[src/shared/onw_pkg.sv]
/*
 Constants and types shared by the nibble write handler: command codes,
 command formats, mirror byte layout, register offsets, reset values and
 programming time.
 Assumes a 250 MHz system clock and an upstream framing block that has
 already checked the command frame.
*/
`default_nettype none

package onw_pkg;

	// ==========================================================
	// Command decoding
	typedef enum logic [1:0] {
		FMT_STD_LONG = 2'h0,
		FMT_STD_SHORT = 2'h1,
		FMT_ENH_LONG = 2'h2,
		FMT_ENH_SHORT = 2'h3
	} onw_fmt_t;

	localparam logic [3:0] CMD_NIBBLE_WRITE = 4'h9;
	localparam logic [3:0] GLOBAL_ADDR = 4'h0;
	localparam logic [1:0] RSP_MARK = 2'h3;
	localparam logic [7:0] RSP_PLAIN_MID = 8'h0f;

	// ==========================================================
	// Mirror byte layout
	localparam int NUM_BYTES = 12;
	localparam logic [3:0] IDX_MAIN = 4'h0;
	localparam logic [3:0] IDX_CFG1 = 4'h1;
	localparam logic [3:0] IDX_CFG2 = 4'h2;
	localparam logic [3:0] IDX_TYPE = 4'h3;
	localparam logic [3:0] IDX_USER0 = 4'h4;
	localparam int LOCK_BIT = 7;
	localparam int USER_FIRST = 4;
	localparam int USER_LAST = 11;

	// ==========================================================
	// Register offsets
	localparam logic [4:0] REG_CTRL = 5'h00;
	localparam logic [4:0] REG_STATUS = 5'h01;
	localparam logic [4:0] REG_CHECK_REF = 5'h02;
	localparam logic [4:0] REG_CHECK_VAL = 5'h03;
	localparam logic [4:0] REG_MIRROR_BASE = 5'h04;
	localparam logic [4:0] REG_OTP_BASE = 5'h10;
	localparam logic [4:0] REG_SPAN = 5'h0c;

	// ==========================================================
	// Reset values
	localparam logic [7:0] BYTE_RESET = 8'h00;
	localparam logic [7:0] CFG2_RESET = 8'h01;
	localparam logic [7:0] CHECK_REF_RESET = 8'h00;
	localparam logic [31:0] COUNT_RESET = 32'h0;

	// ==========================================================
	// Programming time
	localparam int BIT_PROGRAM_TIME_NS = 100000;
	localparam int CLK_PERIOD_NS = 4;
	localparam int BIT_PROGRAM_CYCLES = (BIT_PROGRAM_TIME_NS + CLK_PERIOD_NS - 1) / CLK_PERIOD_NS;

	// ==========================================================
	// Handler states
	typedef enum logic [1:0] {
		ST_IDLE = 2'b01,
		ST_PROG = 2'b10
	} onw_fsm_t;

endpackage

`default_nettype wire

[src/logic/onw_nibble_write.sv]
/*
 Nibble write handler of a sensor bus node: decodes the nibble write
 command, updates mirror registers and one-time-programmable cells, builds
 the long response and keeps the user array integrity flag.
 Assumes command fields arrive as a one-cycle strobe from framing logic on
 the same clock, and that software stands in for the initialization command
 through the control register.
*/
`default_nettype none

module onw_nibble_write #(
	parameter int unsigned BIT_PROGRAM_CYCLES = onw_pkg::BIT_PROGRAM_CYCLES
) (
	input wire logic clk,
	input wire logic reset,
	input wire logic cmd_valid,
	input wire onw_pkg::onw_fmt_t cmd_format,
	input wire logic [3:0] cmd_address,
	input wire logic [3:0] cmd_code,
	input wire logic [7:0] cmd_data,
	output logic rsp_valid,
	output logic [15:0] rsp_data,
	output logic busy,
	output logic mismatch,
	output logic [3:0] node_address,
	output logic [1:0] lowpass_select,
	output logic identity_bit,
	input wire logic [4:0] reg_addr,
	input wire logic [7:0] reg_wdata,
	input wire logic reg_write,
	input wire logic reg_read,
	output logic [7:0] reg_rdata
);

	// ==========================================================
	// Types and helpers
	typedef struct packed {
		logic hit;
		logic [3:0] idx;
		logic [7:0] mask;
		logic hi;
		logic [2:0] nbits;
	} onw_map_t;

	typedef struct packed {
		onw_pkg::onw_fsm_t fsm;
		logic [31:0] prog_count;
		logic program_enable_flag;
		logic [1:0] bank;
		logic [7:0] check_ref;
		logic [onw_pkg::NUM_BYTES-1:0][7:0] mirror;
		logic [onw_pkg::NUM_BYTES-1:0][7:0] otp;
		logic rsp_valid;
		logic [15:0] rsp_data;
		logic mismatch;
		logic [7:0] rdata;
	} onw_state_t;

	// Maps bank and nibble address onto a mirror byte and bit mask
	function automatic onw_map_t map_nibble(input logic [1:0] bank, input logic [3:0] wa);
		onw_map_t m;
		m = '{1'b0, 4'h0, 8'h00, 1'b0, 3'h0};
		case (bank)
			2'h0: begin
				case (wa)
					4'h7: m = '{1'b1, onw_pkg::IDX_CFG2, 8'h80, 1'b1, 3'h1};
					4'h8: m = '{1'b1, onw_pkg::IDX_TYPE, 8'hc0, 1'b1, 3'h2};
					4'ha: m = '{1'b1, onw_pkg::IDX_MAIN, 8'h80, 1'b1, 3'h1};
					default: m = '{1'b0, 4'h0, 8'h00, 1'b0, 3'h0};
				endcase
			end
			2'h1: begin
				if (wa == 4'h6) begin
					m = '{1'b1, onw_pkg::IDX_CFG1, 8'h03, 1'b0, 3'h2};
				end else if (wa == 4'h7) begin
					m = '{1'b1, onw_pkg::IDX_CFG2, 8'h0f, 1'b0, 3'h4};
				end else if (wa >= 4'h8 && wa <= 4'he) begin
					m = '{1'b1, 4'(wa - 4'h8 + onw_pkg::IDX_USER0), 8'h0f, 1'b0, 3'h4};
				end
			end
			2'h2: begin
				if (wa == 4'h7) begin
					m = '{1'b1, onw_pkg::IDX_CFG2, 8'h20, 1'b1, 3'h1};
				end else if (wa >= 4'h8) begin
					m = '{1'b1, 4'(wa - 4'h8 + onw_pkg::IDX_USER0), 8'hf0, 1'b1, 3'h4};
				end
			end
			default: m = '{1'b0, 4'h0, 8'h00, 1'b0, 3'h0};
		endcase
		return m;
	endfunction

	// Integrity value of the user array
	function automatic logic [7:0] check_of(input logic [onw_pkg::NUM_BYTES-1:0][7:0] b);
		logic [7:0] c;
		c = 8'h00;
		for (int i = onw_pkg::USER_FIRST; i <= onw_pkg::USER_LAST; i++) begin
			c = {c[6:0], c[7]} ^ b[i];
		end
		return c;
	endfunction

	function automatic logic [31:0] prog_cycles(input logic [2:0] nbits);
		return 32'(nbits) * 32'(BIT_PROGRAM_CYCLES);
	endfunction

	// ==========================================================
	// Command decode
	onw_state_t st;
	onw_state_t nx;
	onw_map_t cmd_map;
	logic accept;
	logic long_format;
	logic [7:0] place;
	logic [3:0] new_addr;
	logic [7:0] new_byte;
	logic [3:0] rd_nibble;

	assign node_address = st.mirror[onw_pkg::IDX_CFG2][3:0];
	assign lowpass_select = st.mirror[onw_pkg::IDX_TYPE][7:6];
	assign identity_bit = st.mirror[onw_pkg::IDX_MAIN][7];
	assign busy = (st.fsm == onw_pkg::ST_PROG);
	assign rsp_valid = st.rsp_valid;
	assign rsp_data = st.rsp_data;
	assign mismatch = st.mismatch;
	assign reg_rdata = st.rdata;

	assign long_format = (cmd_format == onw_pkg::FMT_STD_LONG) ||
		(cmd_format == onw_pkg::FMT_ENH_LONG);
	// Commands during programming are dropped; the master must wait
	assign accept = cmd_valid && !busy && long_format &&
		(cmd_code == onw_pkg::CMD_NIBBLE_WRITE) &&
		(cmd_address != onw_pkg::GLOBAL_ADDR) &&
		(cmd_address == node_address);
	assign cmd_map = map_nibble(st.bank, cmd_data[7:4]);
	assign place = cmd_map.hi ? {cmd_data[3:0], 4'h0} : {4'h0, cmd_data[3:0]};

	// ==========================================================
	// Next state
	always_comb begin
		nx = st;
		nx.rsp_valid = 1'b0;
		nx.rdata = 8'h00;
		new_addr = node_address;
		new_byte = 8'h00;
		rd_nibble = 4'h0;
		case (st.fsm)
			onw_pkg::ST_IDLE: begin
				if (accept) begin
					if (cmd_map.hit) begin
						// Mirror follows every write, user bytes included
						nx.mirror[cmd_map.idx] = (st.mirror[cmd_map.idx] & ~cmd_map.mask) |
							(place & cmd_map.mask);
						if (st.program_enable_flag) begin
							nx.otp[cmd_map.idx] = st.otp[cmd_map.idx] | (place & cmd_map.mask);
							nx.fsm = onw_pkg::ST_PROG;
							nx.prog_count = prog_cycles(cmd_map.nbits);
						end
					end
					new_addr = nx.mirror[onw_pkg::IDX_CFG2][3:0];
					new_byte = nx.mirror[cmd_map.idx];
					if (cmd_map.hit) begin
						rd_nibble = cmd_map.hi ? new_byte[7:4] : new_byte[3:0];
					end else begin
						rd_nibble = new_addr;
					end
					nx.rsp_valid = 1'b1;
					if (st.program_enable_flag) begin
						nx.rsp_data = {new_addr, cmd_data[7:4], onw_pkg::RSP_MARK,
							st.bank, rd_nibble};
					end else begin
						nx.rsp_data = {new_addr, onw_pkg::RSP_PLAIN_MID, new_addr};
					end
				end
			end
			onw_pkg::ST_PROG: begin
				if (st.prog_count <= 32'h1) begin
					nx.prog_count = onw_pkg::COUNT_RESET;
					nx.fsm = onw_pkg::ST_IDLE;
				end else begin
					nx.prog_count = st.prog_count - 32'h1;
				end
			end
			default: begin
				nx.fsm = onw_pkg::ST_IDLE;
				nx.prog_count = onw_pkg::COUNT_RESET;
			end
		endcase

		// Flag is only meaningful once the user array is locked
		nx.mismatch = st.mirror[onw_pkg::IDX_CFG2][onw_pkg::LOCK_BIT] &&
			(check_of(st.mirror) != st.check_ref);

		// ======================================================
		// Register port
		if (reg_write) begin
			case (reg_addr)
				onw_pkg::REG_CTRL: begin
					nx.program_enable_flag = reg_wdata[0];
					nx.bank = reg_wdata[2:1];
				end
				onw_pkg::REG_CHECK_REF: nx.check_ref = reg_wdata;
				default: nx.check_ref = st.check_ref;
			endcase
		end
		if (reg_read) begin
			if (reg_addr == onw_pkg::REG_CTRL) begin
				nx.rdata = {5'h00, st.bank, st.program_enable_flag};
			end else if (reg_addr == onw_pkg::REG_STATUS) begin
				nx.rdata = {6'h00, st.mismatch, busy};
			end else if (reg_addr == onw_pkg::REG_CHECK_REF) begin
				nx.rdata = st.check_ref;
			end else if (reg_addr == onw_pkg::REG_CHECK_VAL) begin
				nx.rdata = check_of(st.mirror);
			end else if (reg_addr >= onw_pkg::REG_MIRROR_BASE &&
				reg_addr < onw_pkg::REG_MIRROR_BASE + onw_pkg::REG_SPAN) begin
				nx.rdata = st.mirror[4'(reg_addr - onw_pkg::REG_MIRROR_BASE)];
			end else if (reg_addr >= onw_pkg::REG_OTP_BASE &&
				reg_addr < onw_pkg::REG_OTP_BASE + onw_pkg::REG_SPAN) begin
				nx.rdata = st.otp[4'(reg_addr - onw_pkg::REG_OTP_BASE)];
			end else begin
				nx.rdata = 8'h00;
			end
		end
	end

	// ==========================================================
	// State register
	always_ff @(posedge clk) begin
		if (reset) begin
			st.fsm <= onw_pkg::ST_IDLE;
			st.prog_count <= onw_pkg::COUNT_RESET;
			st.program_enable_flag <= 1'b0;
			st.bank <= 2'h0;
			st.check_ref <= onw_pkg::CHECK_REF_RESET;
			for (int i = 0; i < onw_pkg::NUM_BYTES; i++) begin
				st.mirror[i] <= onw_pkg::BYTE_RESET;
				st.otp[i] <= onw_pkg::BYTE_RESET;
			end
			st.mirror[onw_pkg::IDX_CFG2] <= onw_pkg::CFG2_RESET;
			st.rsp_valid <= 1'b0;
			st.rsp_data <= 16'h0000;
			st.mismatch <= 1'b0;
			st.rdata <= 8'h00;
		end else begin
			st <= nx;
		end
	end

	// ==========================================================
	// Checks
	logic [31:0] busy_len;
	logic [31:0] want_len;

	always_ff @(posedge clk) begin
		if (reset) begin
			busy_len <= 32'h0;
			want_len <= 32'h0;
		end else begin
			if (accept && st.program_enable_flag && cmd_map.hit) begin
				want_len <= prog_cycles(cmd_map.nbits);
			end
			busy_len <= busy ? busy_len + 32'h1 : 32'h0;
		end
	end
endmodule

`default_nettype wire

[config.mk]
export PLATFORM = sky130hd
export DESIGN_NAME = onw_nibble_write
export DESIGN_NICKNAME = d
export VERILOG_FILES = /design/src/shared/onw_pkg.sv /design/src/logic/onw_nibble_write.sv
export SDC_FILE = /design/constraint.sdc
export NUM_CORES = 1
export LEC_CHECK = 0
export ABC_AREA = 1
export BUFFER_PORTS_ARGS = -buffer_cell sky130_fd_sc_hd__buf_2
export CELL_PAD_IN_SITES_DETAIL_PLACEMENT = 0
export CELL_PAD_IN_SITES_GLOBAL_PLACEMENT = 1
export CORE_MARGIN = 4
export CORE_UTILIZATION = 49
export CTS_CLUSTER_DIAMETER = 50
export DETAILED_ROUTE_END_ITERATION = 10
export GPL_ROUTABILITY_DRIVEN = 0
export PLACE_DENSITY_LB_ADDON = 0.1
export SLEW_MARGIN = 20
export SYNTH_ARGS = -nofsm -noshare
export SYNTH_HDL_FRONTEND = slang
export SYNTH_SLANG_ARGS = --single-unit
[constraint.sdc]
create_clock -name clk -period 6.29 [get_ports clk]
set_input_delay 0.3145 -clock clk [delete_from_list [all_inputs] [get_ports clk]]
set_output_delay 0.3145 -clock clk [all_outputs]
set_load 0.02 [all_outputs]
==> flow_summary.toml <==
[clocking]
cts_buffers = 42
root_buffer = "clkbuf_16"
cts_resized = 0
insertion_delay_ns = 0.57
post_cts_buffers = 0
clkTransAtPathRegs_ns = 0.06
cts_tree = "yes"
cts_max_level = 2
cts_max_path_buffers = 3
cts.sinks = 259
cts_hold_buf = 0

[cells_and_area]
area_growth_pct = 10.66
nNetsFinal = 2461
fillCellCount = 3300
instances_no_fill = 2885
drive_gt1_frac = 0.1055
diodes = 0
postLayoutCellArea_um2 = 18310

[hold_path]
holdPathStages = 3
hold_class = "in -> reg"
hold_path_end = "st[225]"
min_from = "reg_wdata[7]"

[detailed_routing]
routed_wl_mm = 66.53
wl_per_cell_um = 23.06
ant_nets = 0
num_vias = 18010
vias_per_cell = 6.242
drc = 0
drt_first_iter_violations = 2427
dr.pass1.iters = 7

[sta]
finalCritPeriodShare = 0.7221
tns_ns = 0
slew_headroom = 0.2306
skew_ns = 0.02501
rsz0062_at_grt = "no"
finalMaxSlewViolations = 0
hold_ws_ns = 0.06158
hold_viol = 0
min_period_ns = 4.542
worst_pin_slew_ns = 1.153
final-setup-viol-count = 0
fmax_ghz = 0.2202

[place]
port-buffer-count = 68
place_area_um2 = 16790
place_inst = 2810
hpwl_mm = 42.85

[critical_path]
reg2reg_to = "rsp_data[2]"
worst-setup-path-type = "reg -> reg"
crit_path_max_fanout = 30
cp-end-kind = "flop"
r2r_setup_slack_ns = 1.75
required_ns = 6.71
reg2reg_from = "st[227]"
worstRegToRegCells = 21
cp-start-kind = "flop"
worstPathArrival_ns = 4.96

[logic_synthesis]
ys_seq_area_frac = 0.3133
synth_top_cell_by_area = "dfxtp_1"
synth_edf_count = 0
synth.area.top_cells = "dfxtp_1 (31%), nand2_1 (12%), a21oi_1 (7.7%)"
synth_compound_area_frac = 0.2524
synthFlopType = "dfxtp_1"
ys_warn_count = 0
synth-xor-area-share = 0.04711
synth.avg_cell_area_um2 = 6.773
synth_top_family_by_area = "simple AND/OR/NAND/NOR gates"
synth_common_cells = "nand2_1 (507), dfxtp_1 (259), a21oi_1 (254)"
netlist.area_leader.share = 0.3133
mappedNetlistNets = 2498
synthArstFlopShare = 0
syn_area_um2 = 16550
synth.most_common_cell = "nand2_1"
synth-simple-area-share = 0.2687
muxShareOfSynthArea = 0
synth_fa_ha_area_frac = 0.01437
synth-seq-cells = 259
syn_inst = 2443
ys_types = 53

[job]
cap_viol_max_count = 0

[die]
core_area_um2 = 33450
die_h_um = 191.8
dieArea_um2 = 36770
io-pin-count = 70
rows = 67
fp.dieW_um = 191.8
start_util = 0.4947

[outcome]
status = "completed"

[grt]
grt_use_total = 0.3553
grt_max_degree = 101
grt_pass1_vias = 16820
grt_pass1_wl_mm = 100.7
grt_overflow = 0
antenna_found_initial = 0

[power]
ir_worst_vdd_mv = 0.1767
power_density_nw_per_um2 = 243.1
p_leak_nw = 7.446
power_w = 0.004452
[cell type report]
class / count / area, um2 / area share
tap: 448 / 560.5 / 0.03061
inverter: 209 / 788.3 / 0.04305
clock buffer: 56 / 1217 / 0.06648
timing repair buffer: 102 / 610.6 / 0.03334
sequential: 259 / 5185 / 0.2832
multi-input combinational: 1792 / 9702 / 0.5298
clock inverter: 19 / 247.7 / 0.01353
[worst max-delay path, stage by stage, from the launching register on]
cell and delay [ns]:
dfxtp_1 0.49, nor2_1 0.18, nand3_2 0.10, buf_4 0.41, nand4_4 0.56, buf_4 0.43, o21ai_0 0.22, nand2_1 0.09
nand3_1 0.08, nand2_1 0.08, nand2_1 0.45, nand2_1 0.19, nand2_1 0.13, nand3_1 0.08, nand2_1 0.16, nor2_1 0.05
nand2_1 0.10, nand3_1 0.22, nand2_1 0.11, nand3_1 0.08, nand2_1 0.08, a21oi_1 0.06
[per-stage QoR]
step | worst slack, ns | utilization
6_report | 1.748 | 0.5475
5_1_grt | 1.608 | 0.5475
4_1_cts | 1.849 | 0.5459
3_5_place_dp | 1.830 | 0.5021
3_3_place_gp | 1.800 | 0.5021
2_1_floorplan | 3.583 | -
[registers in the layout, indices dropped and copies added, names as in the netlist]
signal	count
identity_bit	1
lowpass_select	2
mismatch	1
node_address	4
reg_rdata	8
rsp_data	12
rsp_valid	1
st	230
[per-layer routing]
metal | vias to the layer above | track usage | share of wire
met2 | 1111 | 0.5186 | 0.42
met4 | 0 | 0.1906 | 0.062
met3 | 256 | 0.08542 | 0.12
li1 | 8365 | - | -
met1 | 8275 | 0.4840 | 0.40
met5 | - | 0 | 0
[worst max-delay path by stage]
stage,startpoint,endpoint,cells after the start
2_1_floorplan,st[261],st[95],15
3_3_place_gp,cmd_data[7],rsp_data[2],23
3_5_place_dp,cmd_data[7],rsp_data[2],23
4_1_cts,st[227],rsp_data[3],17
5_1_grt,st[226],rsp_data[2],17
6_report,st[227],rsp_data[2],21
[cell families (layout without fill, tap and decap cells)]
group,Yosys count,in the layout
fa+ha+maj,19,19
buf+inv,392,386
xor+xnor,89,89
flops,259,259
simple gates,965,965
compound gates,719,719
[cell usage in the layout, fill, tap and decap left out, types with 5 or more instances in the layout]
| cell | instances |
|---|---|
| xnor2_1 | 31 |
| a21oi_1 | 254 |
| o221ai_1 | 7 |
| ha_1 | 19 |
| a22oi_1 | 16 |
| clkbuf_16 | 45 |
| buf_2 | 67 |
| a22o_1 | 8 |
| o22ai_1 | 53 |
| nand4_1 | 45 |
| nor4_4 | 6 |
| o2111ai_1 | 8 |
| buf_4 | 34 |
| dfxtp_1 | 259 |
| o211ai_1 | 15 |
| o21ai_1 | 8 |
| nand3_4 | 6 |
| clkinv_2 | 7 |
| nand2_2 | 6 |
| a31oi_1 | 18 |
| inv_1 | 180 |
| a41oi_1 | 24 |
| nor2_2 | 9 |
| xor2_1 | 58 |
| inv_2 | 21 |
| o21ai_0 | 228 |
| clkbuf_8 | 5 |
| a221oi_1 | 8 |
| clkinv_1 | 6 |
| nand3_1 | 231 |
| a211oi_1 | 63 |
| nand2_1 | 506 |
| nor3_1 | 9 |
| nor2_4 | 15 |
| bufinv_16 | 5 |
| nor2_1 | 107 |
| clkbuf_1 | 6 |
[power breakdown]
part	switching, W	internal [W]	leakage (nW)
clock network	0.000884	0.00157	0.711
logic	0.000270	0.0000847	4.65
registers	0.00000200	0.00165	2.09
No activity file was read; power rests on OpenSTA's default activity.
